[src/logic/nbh_pkg.sv]
package nbh_pkg;

   // ----------------------------------------------------------------------
   // Command codes
   // ----------------------------------------------------------------------
   localparam logic [7:0] CMD_READ1      = 8'h00;
   localparam logic [7:0] CMD_READ2      = 8'h30;
   localparam logic [7:0] CMD_RND_OUT1   = 8'h05;
   localparam logic [7:0] CMD_RND_OUT2   = 8'hE0;
   localparam logic [7:0] CMD_CACHE_RND  = 8'h31;
   localparam logic [7:0] CMD_CACHE_END  = 8'h3F;
   localparam logic [7:0] CMD_ID_READ    = 8'h90;
   localparam logic [7:0] CMD_PARAM_PAGE = 8'hEC;
   localparam logic [7:0] CMD_UNIQUE_ID  = 8'hED;
   localparam logic [7:0] CMD_SET_FEAT   = 8'hEF;
   localparam logic [7:0] CMD_GET_FEAT   = 8'hEE;
   localparam logic [7:0] CMD_RESET      = 8'hFF;
   localparam logic [7:0] CMD_PROG1      = 8'h80;
   localparam logic [7:0] CMD_PROG2      = 8'h10;
   localparam logic [7:0] CMD_CACHE_PROG = 8'h15;
   localparam logic [7:0] CMD_PLANE_PROG = 8'h11;
   localparam logic [7:0] CMD_RND_IN     = 8'h85;
   localparam logic [7:0] CMD_ERASE1     = 8'h60;
   localparam logic [7:0] CMD_ERASE2     = 8'hD0;
   localparam logic [7:0] CMD_PLANE_ERS  = 8'hD1;
   localparam logic [7:0] CMD_UNPROT_LO  = 8'h23;
   localparam logic [7:0] CMD_UNPROT_HI  = 8'h24;
   localparam logic [7:0] CMD_PROTECT    = 8'h2A;
   localparam logic [7:0] CMD_SOLID_PROT = 8'h2C;
   localparam logic [7:0] CMD_STATUS     = 8'h70;
   localparam logic [7:0] CMD_STATUS_ENH = 8'h78;
   localparam logic [7:0] CMD_PROT_STAT  = 8'h7A;

   // ----------------------------------------------------------------------
   // Host request kinds
   // ----------------------------------------------------------------------
   localparam logic [1:0] KIND_CMD  = 2'h0;
   localparam logic [1:0] KIND_ADDR = 2'h1;
   localparam logic [1:0] KIND_WDAT = 2'h2;
   localparam logic [1:0] KIND_RDAT = 2'h3;

   // ----------------------------------------------------------------------
   // Timing
   // ----------------------------------------------------------------------
   localparam int CLK_PERIOD_NS  = 10;
   localparam int POR_WAIT_US    = 1000;
   localparam int POR_WAIT_CYC   = POR_WAIT_US * 1000 / CLK_PERIOD_NS;
   localparam int T_CYCLE_NS     = 50;   // Strobe period for every bus cycle
   localparam int STROBE_CYC     = (T_CYCLE_NS + CLK_PERIOD_NS - 1) / CLK_PERIOD_NS;
   localparam int SAMPLE_CYC     = 3;    // Read data captured this late in pulse
   localparam logic [3:0] STROBE_LEN = 4'(STROBE_CYC);
   localparam logic [3:0] SAMPLE_AT  = 4'(SAMPLE_CYC);

   localparam int BLOCK_COUNT    = 4096;
   localparam logic [11:0] LAST_BLOCK = 12'hFFF;
   localparam logic [7:0]  BAD_MARK   = 8'h00;

endpackage

[src/logic/nbh_cyc_if.sv]
`timescale 1ns/1ps
interface nbh_cyc_if;
   logic       req;
   logic [1:0] kind;
   logic [7:0] wdata;
   logic       done;
   logic [7:0] rdata;
   modport ctrl (output req, output kind, output wdata, input done, input rdata);
   modport eng  (input req, input kind, input wdata, output done, output rdata);
endinterface

[src/logic/nbh_cycle_engine.sv]
`timescale 1ns/1ps
module nbh_cycle_engine (
   input  wire logic   ref_clk_in,      // System clock
   input  wire logic   rst_in,          // Async reset, high
   nbh_cyc_if.eng      cyc,             // One bus cycle request
   output logic        cle_out,         // Command latch select
   output logic        ale_out,         // Address latch select
   output logic        ce_n_out,        // Chip select, low
   output logic        we_n_out,        // Write strobe, low
   output logic        read_strobe_n_out, // Read strobe, low
   output logic [7:0]  io_out,          // Data bus drive value
   output logic        io_oe_out,       // Data bus drive enable
   input  wire logic [7:0] io_sync_in   // Synchronised data bus
);
   logic [3:0] cnt_q;
   logic       busy_q;
   logic [1:0] kind_q;
   logic [7:0] rdata_q;
   logic       done_q;

   assign cyc.done  = done_q;
   assign cyc.rdata = rdata_q;

   // ----------------------------------------------------------------------
   // Strobe sequencing; pins change only from flops
   // ----------------------------------------------------------------------
   always_ff @(posedge ref_clk_in or posedge rst_in) begin
      if (rst_in) begin
         busy_q <= 1'b0;
         cnt_q  <= 4'h0;
         kind_q <= 2'h0;
         done_q <= 1'b0;
      end else begin
         done_q <= 1'b0;
         if (!busy_q && cyc.req) begin
            busy_q <= 1'b1;
            cnt_q  <= 4'h0;
            kind_q <= cyc.kind;
         end else if (busy_q) begin
            cnt_q <= cnt_q + 4'h1;
            if (cnt_q == STROBE_LEN_M1()) begin
               busy_q <= 1'b0;
               done_q <= 1'b1;
            end
         end
      end
   end

   function automatic logic [3:0] STROBE_LEN_M1();
      return nbh_pkg::STROBE_LEN - 4'h1;
   endfunction

   always_ff @(posedge ref_clk_in or posedge rst_in) begin
      if (rst_in) begin
         cle_out <= 1'b0;
         ale_out <= 1'b0;
         ce_n_out <= 1'b1;
         we_n_out <= 1'b1;
         read_strobe_n_out <= 1'b1;
         io_out <= 8'h00;
         io_oe_out <= 1'b0;
      end else if (!busy_q && cyc.req) begin
         // Latch selects set with the falling strobe, two cycles before the rising edge
         ce_n_out <= 1'b0;
         cle_out  <= (cyc.kind == nbh_pkg::KIND_CMD);
         ale_out  <= (cyc.kind == nbh_pkg::KIND_ADDR);
         io_out   <= cyc.wdata;
         io_oe_out <= (cyc.kind != nbh_pkg::KIND_RDAT);
         we_n_out <= (cyc.kind == nbh_pkg::KIND_RDAT);
         read_strobe_n_out <= (cyc.kind != nbh_pkg::KIND_RDAT);
      end else if (busy_q && cnt_q == 4'h1) begin
         we_n_out <= 1'b1;           // Rising edge latches cmd/addr/data
         read_strobe_n_out <= 1'b1;
      end else if (busy_q && cnt_q == STROBE_LEN_M1()) begin
         cle_out  <= 1'b0;
         ale_out  <= 1'b0;
         io_oe_out <= 1'b0;
      end
   end

   always_ff @(posedge ref_clk_in or posedge rst_in) begin
      if (rst_in) begin
         rdata_q <= 8'h00;
      end else if (busy_q && kind_q == nbh_pkg::KIND_RDAT && cnt_q == nbh_pkg::SAMPLE_AT) begin
         rdata_q <= io_sync_in;
      end
   end
endmodule

[src/logic/nbh_host.sv]
`timescale 1ns/1ps
module nbh_host #(
   parameter int POR_WAIT = nbh_pkg::POR_WAIT_CYC
) (
   input  wire logic        ref_clk_in,        // System clock, 100 MHz
   input  wire logic        rst_in,            // Async reset, high
   input  wire logic        op_valid_in,       // User operation request
   output logic             op_ready_out,      // Host can take an operation
   input  wire logic [1:0]  op_kind_in,        // Cycle kind (command/addr/wdata/rdata)
   input  wire logic [7:0]  op_data_in,        // Byte for command/addr/data
   input  wire logic        op_wait_ready_in,  // Wait for ready after this cycle
   output logic             op_done_out,       // Operation complete, pulse
   output logic [7:0]       op_rdata_out,      // Read byte
   output logic             op_reject_out,     // Command refused, pulse
   input  wire logic        scan_start_in,     // Start bad-block scan
   input  wire logic [15:0] spare_col_in,      // Column of first spare byte
   output logic             scan_busy_out,     // Scan running
   output logic             bad_valid_out,     // Bad-block result valid, pulse
   output logic [11:0]      bad_block_out,     // Block number of result
   output logic             bad_flag_out,      // Block is bad
   input  wire logic        wp_enable_in,      // Allow program/erase
   output logic             link_ready_out,    // Power-on wait finished
   output logic             cle_out,           // Command latch select
   output logic             ale_out,           // Address latch select
   output logic             ce_n_out,          // Chip select
   output logic             we_n_out,          // Write strobe
   output logic             read_strobe_n_out, // Read strobe
   output logic             wp_n_out,          // Write protect
   output logic [15:0]      io_out,            // Data bus out
   output logic             io_oe_out,         // Data bus drive enable
   input  wire logic [15:0] io_in,             // Data bus in
   input  wire logic        rb_n_in            // Ready/busy pin
);
   typedef enum logic [6:0] {
      NBH_POR   = 7'h01,
      NBH_IDLE  = 7'h02,
      NBH_CYC   = 7'h04,
      NBH_WAIT  = 7'h08,
      NBH_SCAN  = 7'h10,
      NBH_SWAIT = 7'h20,
      NBH_SRD   = 7'h40
   } nbh_state_t;

   nbh_state_t  state_q;
   nbh_cyc_if   cyc ();
   logic [7:0]  eng_io;
   logic        rb_m_q, rb_q;
   logic [7:0]  io_m_q, io_q;
   logic [31:0] por_q;
   logic        wait_q;
   logic        busy_seen_q;
   logic [11:0] blk_q;
   logic [2:0]  step_q;
   logic        page_q;
   logic        bad_q;
   logic        req_q;
   logic [1:0]  kind_q;
   logic [7:0]  wdat_q;

   // ----------------------------------------------------------------------
   // Pin synchronisers
   // ----------------------------------------------------------------------
   always_ff @(posedge ref_clk_in or posedge rst_in) begin
      if (rst_in) begin
         rb_m_q <= 1'b0;
         rb_q   <= 1'b0;
         io_m_q <= 8'h00;
         io_q   <= 8'h00;
      end else begin
         rb_m_q <= rb_n_in;
         rb_q   <= rb_m_q;
         io_m_q <= io_in[7:0];
         io_q   <= io_m_q;
      end
   end

   nbh_cycle_engine u_eng (
      .ref_clk_in        (ref_clk_in),
      .rst_in            (rst_in),
      .cyc               (cyc.eng),
      .cle_out           (cle_out),
      .ale_out           (ale_out),
      .ce_n_out          (ce_n_out),
      .we_n_out          (we_n_out),
      .read_strobe_n_out (read_strobe_n_out),
      .io_out            (eng_io),
      .io_oe_out         (io_oe_out),
      .io_sync_in        (io_q)
   );

   assign io_out       = {8'h00, eng_io};
   assign cyc.req      = req_q;
   assign cyc.kind     = kind_q;
   assign cyc.wdata    = wdat_q;
   assign op_ready_out = (state_q == NBH_IDLE) && !req_q;
   assign scan_busy_out = (state_q == NBH_SCAN) || (state_q == NBH_SWAIT)
                          || (state_q == NBH_SRD);

   function automatic logic cmd_known(input logic [7:0] c);
      case (c)
         nbh_pkg::CMD_READ1, nbh_pkg::CMD_READ2, nbh_pkg::CMD_RND_OUT1,
         nbh_pkg::CMD_RND_OUT2, nbh_pkg::CMD_CACHE_RND, nbh_pkg::CMD_CACHE_END,
         nbh_pkg::CMD_PROG1, nbh_pkg::CMD_PROG2, nbh_pkg::CMD_CACHE_PROG,
         nbh_pkg::CMD_RND_IN, nbh_pkg::CMD_ERASE1, nbh_pkg::CMD_ERASE2,
         nbh_pkg::CMD_PLANE_PROG, nbh_pkg::CMD_PLANE_ERS,
         nbh_pkg::CMD_ID_READ, nbh_pkg::CMD_PARAM_PAGE, nbh_pkg::CMD_UNIQUE_ID,
         nbh_pkg::CMD_SET_FEAT, nbh_pkg::CMD_GET_FEAT,
         nbh_pkg::CMD_UNPROT_LO, nbh_pkg::CMD_UNPROT_HI, nbh_pkg::CMD_PROTECT,
         nbh_pkg::CMD_SOLID_PROT, nbh_pkg::CMD_PROT_STAT,
         nbh_pkg::CMD_RESET, nbh_pkg::CMD_STATUS, nbh_pkg::CMD_STATUS_ENH:
            cmd_known = 1'b1;
         default: cmd_known = 1'b0;
      endcase
   endfunction

   // Scan byte sequence per page: 00h, col lo, col hi, row0, row1, row2, 30h
   function automatic logic [9:0] scan_step(input logic [2:0] s, input logic [15:0] col,
                                           input logic [11:0] blk, input logic pg);
      logic [17:0] row;
      row = {blk, 5'h00, pg};
      case (s)
         3'h0: scan_step = {nbh_pkg::KIND_CMD, nbh_pkg::CMD_READ1};
         3'h1: scan_step = {nbh_pkg::KIND_ADDR, col[7:0]};
         3'h2: scan_step = {nbh_pkg::KIND_ADDR, col[15:8]};
         3'h3: scan_step = {nbh_pkg::KIND_ADDR, row[7:0]};
         3'h4: scan_step = {nbh_pkg::KIND_ADDR, row[15:8]};
         3'h5: scan_step = {nbh_pkg::KIND_ADDR, 6'h00, row[17:16]};
         3'h6: scan_step = {nbh_pkg::KIND_CMD, nbh_pkg::CMD_READ2};
         default: scan_step = {nbh_pkg::KIND_RDAT, 8'h00};
      endcase
   endfunction

   // ----------------------------------------------------------------------
   // Write protect: low until power-on done and user allows writes
   // ----------------------------------------------------------------------
   always_ff @(posedge ref_clk_in or posedge rst_in) begin
      if (rst_in) begin
         wp_n_out <= 1'b0;
      end else begin
         // Not held during busy; dropping wp_enable_in lowers it on the next clock and aborts a running program
         wp_n_out <= (state_q != NBH_POR) && wp_enable_in;
      end
   end

   // ----------------------------------------------------------------------
   // Power-on wait
   // ----------------------------------------------------------------------
   always_ff @(posedge ref_clk_in or posedge rst_in) begin
      if (rst_in) begin
         por_q <= 32'h0;
         link_ready_out <= 1'b0;
      end else if (state_q == NBH_POR) begin
         por_q <= por_q + 32'h1;
      end else begin
         link_ready_out <= 1'b1;
      end
   end

   // ----------------------------------------------------------------------
   // Sequencer
   // ----------------------------------------------------------------------
   always_ff @(posedge ref_clk_in or posedge rst_in) begin
      if (rst_in) begin
         state_q <= NBH_POR;
         req_q <= 1'b0;
         kind_q <= 2'h0;
         wdat_q <= 8'h00;
         wait_q <= 1'b0;
         busy_seen_q <= 1'b0;
         op_done_out <= 1'b0;
         op_reject_out <= 1'b0;
         op_rdata_out <= 8'h00;
         blk_q <= 12'h000;
         step_q <= 3'h0;
         page_q <= 1'b0;
         bad_q <= 1'b0;
         bad_valid_out <= 1'b0;
         bad_block_out <= 12'h000;
         bad_flag_out <= 1'b0;
      end else begin
         op_done_out <= 1'b0;
         op_reject_out <= 1'b0;
         bad_valid_out <= 1'b0;
         req_q <= 1'b0;
         case (state_q)
            NBH_POR: begin
               // Ready only counts once the counter shows the pin really settled
               if (por_q >= 32'(POR_WAIT) || (rb_q && por_q > 32'h10)) begin
                  state_q <= NBH_IDLE;
               end
            end
            NBH_IDLE: begin
               if (scan_start_in) begin
                  blk_q <= 12'h000;
                  page_q <= 1'b0;
                  step_q <= 3'h0;
                  bad_q <= 1'b0;
                  state_q <= NBH_SCAN;
               end else if (op_valid_in) begin
                  if (op_kind_in == nbh_pkg::KIND_CMD && !cmd_known(op_data_in)) begin
                     op_reject_out <= 1'b1;
                  end else begin
                     req_q <= 1'b1;
                     kind_q <= op_kind_in;
                     wdat_q <= op_data_in;
                     wait_q <= op_wait_ready_in;
                     state_q <= NBH_CYC;
                  end
               end
            end
            NBH_CYC: begin
               if (cyc.done) begin
                  op_rdata_out <= cyc.rdata;
                  busy_seen_q <= 1'b0;
                  if (wait_q) begin
                     state_q <= NBH_WAIT;
                  end else begin
                     op_done_out <= 1'b1;
                     state_q <= NBH_IDLE;
                  end
               end
            end
            NBH_WAIT: begin
               // Busy may assert late; wait to see it drop before trusting high
               if (!rb_q) begin
                  busy_seen_q <= 1'b1;
               end else if (busy_seen_q) begin
                  op_done_out <= 1'b1;
                  state_q <= NBH_IDLE;
               end
            end
            NBH_SCAN: begin
               if (!req_q) begin
                  req_q <= 1'b1;
                  {kind_q, wdat_q} <= scan_step(step_q, spare_col_in, blk_q, page_q);
                  state_q <= NBH_SWAIT;
               end
            end
            NBH_SWAIT: begin
               if (cyc.done) begin
                  if (step_q == 3'h6) begin
                     busy_seen_q <= 1'b0;
                     state_q <= NBH_SRD;
                  end else if (step_q == 3'h7) begin
                     if (cyc.rdata == nbh_pkg::BAD_MARK) begin
                        bad_q <= 1'b1;
                     end
                     step_q <= 3'h0;
                     if (page_q) begin
                        bad_valid_out <= 1'b1;
                        bad_block_out <= blk_q;
                        bad_flag_out <= bad_q || (cyc.rdata == nbh_pkg::BAD_MARK);
                        bad_q <= 1'b0;
                        page_q <= 1'b0;
                        blk_q <= blk_q + 12'h001;
                        state_q <= (blk_q == nbh_pkg::LAST_BLOCK) ? NBH_IDLE : NBH_SCAN;
                     end else begin
                        page_q <= 1'b1;
                        state_q <= NBH_SCAN;
                     end
                  end else begin
                     step_q <= step_q + 3'h1;
                     state_q <= NBH_SCAN;
                  end
               end
            end
            NBH_SRD: begin
               if (!rb_q) begin
                  busy_seen_q <= 1'b1;
               end else if (busy_seen_q) begin
                  step_q <= 3'h7;
                  state_q <= NBH_SCAN;
               end
            end
            default: state_q <= NBH_IDLE;
         endcase
      end
   end
endmodule

[config.mk]
export PLATFORM = sky130hd
export DESIGN_NAME = nbh_host
export DESIGN_NICKNAME = d
export VERILOG_FILES = /design/src/logic/nbh_pkg.sv /design/src/logic/nbh_cyc_if.sv /design/src/logic/nbh_cycle_engine.sv /design/src/logic/nbh_host.sv
export SDC_FILE = /design/constraint.sdc
export NUM_CORES = 1
export LEC_CHECK = 0
export BUFFER_PORTS_ARGS = -buffer_cell sky130_fd_sc_hd__buf_2
export CAP_MARGIN = 20
export CORE_MARGIN = 4
export CORE_UTILIZATION = 57
export CTS_CLUSTER_SIZE = 10
export DETAILED_ROUTE_END_ITERATION = 12
export PLACE_DENSITY = 0.88
export SYNTH_ARGS = -nofsm -noshare
export SYNTH_HDL_FRONTEND = slang
export SYNTH_SLANG_ARGS = --single-unit
[constraint.sdc]
create_clock -name ref_clk_in -period 6.5 [get_ports ref_clk_in]
set_input_delay 1.3 -clock ref_clk_in [delete_from_list [all_inputs] [get_ports ref_clk_in]]
set_output_delay 1.3 -clock ref_clk_in [all_outputs]
set_load 0.005 [all_outputs]
* Word level (Yosys, flattened, before mapping)
Cells that the tools add are included.
Word-level totals: register bits 143, word-level logic and storage cells 252, output and inout bits 50, latch bits 0, memory bits (writable) 0, input port bits 49, memory bits (read-only) 0, memories kept 0
Cells by class: multipliers 0, div/mod/pow operators 0, shifts and indexed selects 0, $lt $le $gt $ge 2, $add $sub $neg 4, bitwise logic cells 3, reduce and logical (&&, ||, !) cells 41, eq/ne operators 70, mux-type cells 97
Operators with widths (number):
- 7-bit 2-to-1 mux | 13
- 8-bit equality test, second input constant | 11
- 10-bit case mux with 7 select lines | 1
- 12-bit 2-to-1 mux | 5
- 8-bit by 6-bit equality test with 1-bit output, second input constant | 7
- 1-bit 2-to-1 mux | 49
- 7-bit case mux with 7 select lines | 1
- 32-bit by 1-bit adder with 32-bit output, second input constant | 1
- 8-bit by 7-bit equality test with 1-bit output, second input constant | 4
- 32-bit by 17-bit greater-or-equal comparator with 1-bit output, second input constant | 1
- 32-bit by 5-bit > comparator with 1-bit output, second input constant | 1
- 8-bit 2-to-1 mux | 4
- 27-bit OR reduction | 1
- 2-bit != test, second input constant | 13
- 8-bit by 5-bit equality test with 1-bit output, second input constant | 3
- 12-bit case mux with 2 select lines | 1
- 5-bit AND reduction | 4
- 3-bit 2-to-1 mux | 6
- 6-bit AND reduction | 3
- 8-bit logical NOT | 2
- 8-bit case mux with 2 select lines | 1
- 12-bit by 1-bit adder with 12-bit output, second input constant | 1
- 12-bit equality test, second input constant | 1
- 3-bit equality test, second input constant | 4
- 40 further kinds | 79

* Longest topological paths before layout
depth after elaboration 12, mapped depth 9, depth with buffers taken out 8

* By module
Synthesis repeated with hierarchy kept, for this count alone.
Second synthesis, totals: cell total of the unflattened synthesis 657, area total of the unflattened synthesis 6795.3 µm²
Modules (own cells, without submodules):
- nbh_host | sequential area each 2829.0 µm², area each 5569.1 µm², cells an instance 549, instances 1
- nbh_cycle_engine | sequential area each 754.5 µm², area each 1226.2 µm², cells an instance 108, instances 1

* Worst setup path before layout
OpenSTA, ideal clock, no wires.
path type input-to-reg, start input port op_data_in[2], end register wdat_q[0], in the netlist cyc.wdata[0], path slack 3.261 ns, arrival 3.114 ns, data required time 6.375 ns, cell stages on the path 7, buffers on the path 2, setup time 0.125 ns, path through clkbuf_2 > or4b_1 > nor4b_1 > nor4b_2 > a31oi_1 > buf_4 > mux2_2
Between the ends: word-level cells in the longest chain between the ends 10, elaborated cells between the ends (all ways) 36, those cells by class eq/ne: 27; mux: 4; reduce/logical: 5
RTL lines:
- start: declaration | line nbh_host.sv:10 | input wire logic [7:0] op_data_in,
- 8-bit by 6-bit equality test with 1-bit output (tied with other cells) | line nbh_host.sv:100 | case (c)
- 27-bit OR reduction * | line nbh_host.sv:100
- 1-bit 2-to-1 mux * | line nbh_host.sv:100
- 1-bit 2-to-1 mux * | line nbh_host.sv:199 | end else if (op_valid_in) begin
- 1-bit 2-to-1 mux * | line nbh_host.sv:193 | if (scan_start_in) begin
- 1-bit 2-to-1 mux * | line nbh_host.sv:185 | case (state_q)
- 1-bit logical NOT * | line nbh_host.sv:200 | if (op_kind_in == nbh_pkg::KIND_CMD && !cmd_known(op_data_in)) begin
- 1-bit logical AND * | line nbh_host.sv:200
- 2-bit != test (no line) *
- 5-bit AND reduction (no line) *
- end signal: assignment | line nbh_host.sv:205 | wdat_q <= op_data_in;
- end signal: assignment | line nbh_host.sv:235 | {kind_q, wdat_q} <= scan_step(step_q, spare_col_in, blk_q, page_q);
- end: declaration | line nbh_host.sv:58 | logic [7:0] wdat_q;
Every way passes the cells marked *; elsewhere a longest branch is shown, timed or not. The select of a mux whose other input is x is not followed. A chain may end at the register's enable or synchronous reset.

* Worst setup path in the final report
start register state_q[5], end output port op_ready_out
Between the ends: word-level cells in the longest chain between the ends 2
RTL lines:
- start: declaration | line nbh_host.sv:44 | nbh_state_t state_q;
- start signal: assignment | line nbh_host.sv:256 | state_q <= (blk_q == nbh_pkg::LAST_BLOCK) ? NBH_IDLE : NBH_SCAN;
- 7-bit by 2-bit equality test with 1-bit output | line nbh_host.sv:95 | assign op_ready_out = (state_q == NBH_IDLE) && !req_q;
- 1-bit logical AND | line nbh_host.sv:95
- end: declaration | line nbh_host.sv:8 | output logic op_ready_out,
No other way between the ends.

==> reports/metrics.yaml <==
run_status:
  outcome: "complete, no violations"
routing:
  detail-route-antenna-nets: 0
  totalWireLength_microns: 14500
  first_iter_violations: 491
  via_count: 4948
  first_pass_detailed_route_iteration_total: 5
  drc: 0
  drt-wirelength-per-cell_microns: 17.5
  viasPerCell: 5.96
run:
  number_of_max_cap_violations: 0
clock_network:
  cts.htree.levels: 4
  clockRootBuffer: "sky130_fd_sc_hd__clkbuf_16"
  clk_pin_slew_ns: 0.06
  cts_tree: "built"
  cts_hold_buf: 0
  cts.repair_timing.setup_buffer_count: 0
  cts_num_sinks: 143
  cts_max_path_buffers: 2
  cts_repair_resize_count: 0
  worstSkewPairLatency_ns: 0.43
  cts_buffers: 17
worst_setup_path:
  regToRegSetupSlack_ns: 3.59
  critPathMaxFanout: 11
  reg2reg_launch_point: "state_q[5]"
  timing_worst_setup_path_type: "reg2out"
  path_cells: "or3_1, nor3_1, buf_2"
  critPathRequiredTime_ns: 5.20
  critical_path.slowest_cell: "sky130_fd_sc_hd__or3_1"
  arrival_ns: 1.92
  timing.critical_path.slowest_cell_delay_ns: 0.54
  worst_r2r_endpoint: "blk_q[10]"
  launching_element_type_of_the_critical_path: "flip-flop"
  worstSetupEndpointType: "primary output"
  worst-r2r-cell-count: 7
pwr:
  leak_pwr_nw: 3.76
  pwr-share-comb_pct: 24.1
  switching_power_mw: 0.865
  powerDensity_nw_per_um2: 360
  power.share.clock_pct: 33.6
  cell_internal_pwr_mw: 1.94
  power.switching_fraction_pct: 30.8
  vdd.ir_drop.worst_v: 0.000205
  seq_power_share_pct: 42.3
  total_power_mw: 2.81
timing:
  period_minus_slack_ns: 3.22
  rsz0062_at_grt: "no"
  finalSetupViolCount: 0
  worst-slew-pin-transition_ns: 0.900
  relSlewSlack_pct: 39.6
  timing.clock.skew_ns: 0.0130
  final.period_utilization_pct: 49.6
  totalNegativeSetupSlack_ns: 0
  maximum_clock_rate_ghz: 0.310
  final-hold-violation-count: 0
  timing_max_transition_violations_final: 0
floorplanning:
  die_area_sq_um: 13600
  boundaryPins: 99
  rows: 39
  core_region_area_sq_um: 11500
  die_x_microns: 117
  floorplan.initialDensity_pct: 58.5
  chipHeight_microns: 117
yosys:
  synth_most_common_cell: "sky130_fd_sc_hd__dfrtp_1"
  synthDistinctLibCells: 74
  yosys-top-cells-area: "sky130_fd_sc_hd__dfrtp_1, sky130_fd_sc_hd__mux2_2, sky130_fd_sc_hd__xnor2_1"
  syn_area_per_cell_sq_um: 11.3
  asyncSetResetFlopFracSynth_pct: 100
  seq_area_frac_synth_pct: 53.2
  ys_top_cells_by_count: "sky130_fd_sc_hd__dfrtp_1, sky130_fd_sc_hd__mux2_2, sky130_fd_sc_hd__nand2_1"
  syn_inst: 594
  netlist_area_sq_um: 6740
  synth-edff-count: 0
  dominantRegCellSynth: "sky130_fd_sc_hd__dfrtp_1"
  yosysTopAreaCell: "sky130_fd_sc_hd__dfrtp_1"
  synth_top_area_share_pct: 51.6
  synth_seq_cells: 143
  synth_warnings: 0
global_routing:
  grt_remaining_overflow: 0
  grt_antenna_before_repair: 0
  grt_util_all_layers_pct: 22.7
  via_count_of_the_first_global_routing_pass: 4917
  grt_start_max_net_pins: 82
  grt_pass1_wl_microns: 24000
placed_design:
  place_congestion: 0.900
  io_buffer_count: 82
  detailedPlacementHpwl_microns: 10000
min_path:
  holdPathEnd: "io_q[0]"
  worstHoldPathType: "reg2reg"
  holdPathStages: 0
  hold_path.startpoint: "io_m_q[0]"
cells_and_area:
  syn2layout_area_growth_pct: 15.6
  nFillCells: 822
  antenna_cells: 0
  fin_nets: 735
  final_layout_size_suffix_gt1_share_pct: 26.6
  multi_input_area_sq_um: 2950
  seq_area_sq_um: 3580
## layout by cell type, fill, tap and decap left out, types with 7 or more instances in the layout
| cell type | synthesis | routed |
|---|---|---|
| sky130_fd_sc_hd__nand2_1 | 42 | 42 |
| sky130_fd_sc_hd__o21ai_0 | 17 | 17 |
| sky130_fd_sc_hd__nor4_1 | 10 | 10 |
| sky130_fd_sc_hd__nor2_1 | 32 | 32 |
| sky130_fd_sc_hd__ha_1 | 12 | 12 |
| sky130_fd_sc_hd__nand3_1 | 28 | 28 |
| sky130_fd_sc_hd__conb_1 | 1 | 8 |
| sky130_fd_sc_hd__dfrtp_1 | 139 | 139 |
| sky130_fd_sc_hd__and3_1 | 10 | 10 |
| sky130_fd_sc_hd__xor2_1 | 13 | 13 |
| sky130_fd_sc_hd__a21oi_1 | 19 | 19 |
| sky130_fd_sc_hd__a22o_1 | 8 | 8 |
| sky130_fd_sc_hd__nand4_1 | 10 | 10 |
| sky130_fd_sc_hd__inv_1 | 15 | 14 |
| sky130_fd_sc_hd__xnor2_1 | 31 | 31 |
| sky130_fd_sc_hd__buf_2 | 4 | 82 |
| sky130_fd_sc_hd__nor3b_1 | 7 | 7 |
| sky130_fd_sc_hd__nor3_1 | 15 | 15 |
| sky130_fd_sc_hd__mux2_2 | 47 | 47 |
| sky130_fd_sc_hd__nor2b_1 | 7 | 7 |
| sky130_fd_sc_hd__clkbuf_16 | 0 | 17 |
## registers in the layout (all words and copies together), names as in the netlist, 2 cells and up
register         flops
cyc.kind             2
u_eng.kind_q         2
state_q              7
por_q               32
io_m_q               8
step_q               3
u_eng.io_out         8
u_eng.cnt_q          4
bad_block_out       12
io_q                 8
u_eng.cyc.rdata      8
op_rdata_out         8
blk_q               12
cyc.wdata            8
## worst max path at each step
stage                     cells after the start  slack (ns)           from               end
final                                         3        3.28     state_q[5]      op_ready_out
after global routing                          3        3.16     state_q[4]      op_ready_out
after CTS                                     6        3.01  op_data_in[0]      cyc.wdata[3]
after detailed placement                      6        2.56  op_data_in[0]      cyc.wdata[3]
after global placement                        6        2.68  op_data_in[0]      cyc.wdata[2]
after floorplan                               1        1.37         rst_in  bad_block_out[0]
## area by class of cell
class                   count  share of cell area (%)
inverters                  15                   0.787
clock inverters            11                    1.48
flip-flops and latches    143                    46.0
well taps                 143                    2.30
repair buffers             86                    5.65
multi-input cells         411                    37.9
clock buffers              21                    5.91
## layer usage
metal / share of wire [%] / global-route usage [%]
met3: 6.1 / 5.80
met4: 2.5 / 10.5
met5: 0 / 0
met1: 42 / 30.2
met2: 49 / 35.1
## per-stage QoR
| stage | utilization, % | cells | instance area (sq um) | setup slack, ns | hold WS, ns |
|---|---|---|---|---|---|
| 2_1_floorplan | - | 601 | 6770 | 1.37 | 0.331 |
| 3_3_place_gp | 62.6 | 797 | 7210 | 2.68 | 0.332 |
| 3_5_place_dp | 62.6 | 797 | 7210 | 2.56 | 0.336 |
| 4_1_cts | 67.6 | 829 | 7780 | 3.01 | 0.348 |
| 5_1_grt | 67.6 | 830 | 7790 | 3.16 | 0.358 |
| 6_report | 67.6 | 830 | 7790 | 3.28 | 0.345 |
## logic make-up (layout without fill, tap and decap cells)
group                    Yosys count  after routing  synth area share (%)
buffers and inverters             47            133                  3.45
AO/OA/AOI/OAI                     92             92                  9.54
flip-flops                       143            143                  53.2
multiplexers                      50             50                  8.34
adder cells (fa/ha/maj)           12             12                  2.23
AND/OR/NAND/NOR                  205            205                  17.5
XOR/XNOR                          44             44                  5.72
other                              1              8                0.0556
## worst max-delay path: cells and delay by family, from the launching register on
family | cells | cell delay, ns
flops | 1 | 0.45
simple gates | 2 | 0.87
buf+inv | 1 | 0.17
## power groups by stage
stage	registers, mW	logic (mW)	clock network [mW]
4_1_cts	1.18	0.671	0.958
3_3_place_gp	1.18	0.629	0
3_5_place_dp	1.20	0.663	0
6_report	1.19	0.676	0.944
5_1_grt	1.21	0.757	0.992
2_1_floorplan	1.15	0.518	0
No activity file was read; power rests on OpenSTA's default activity.
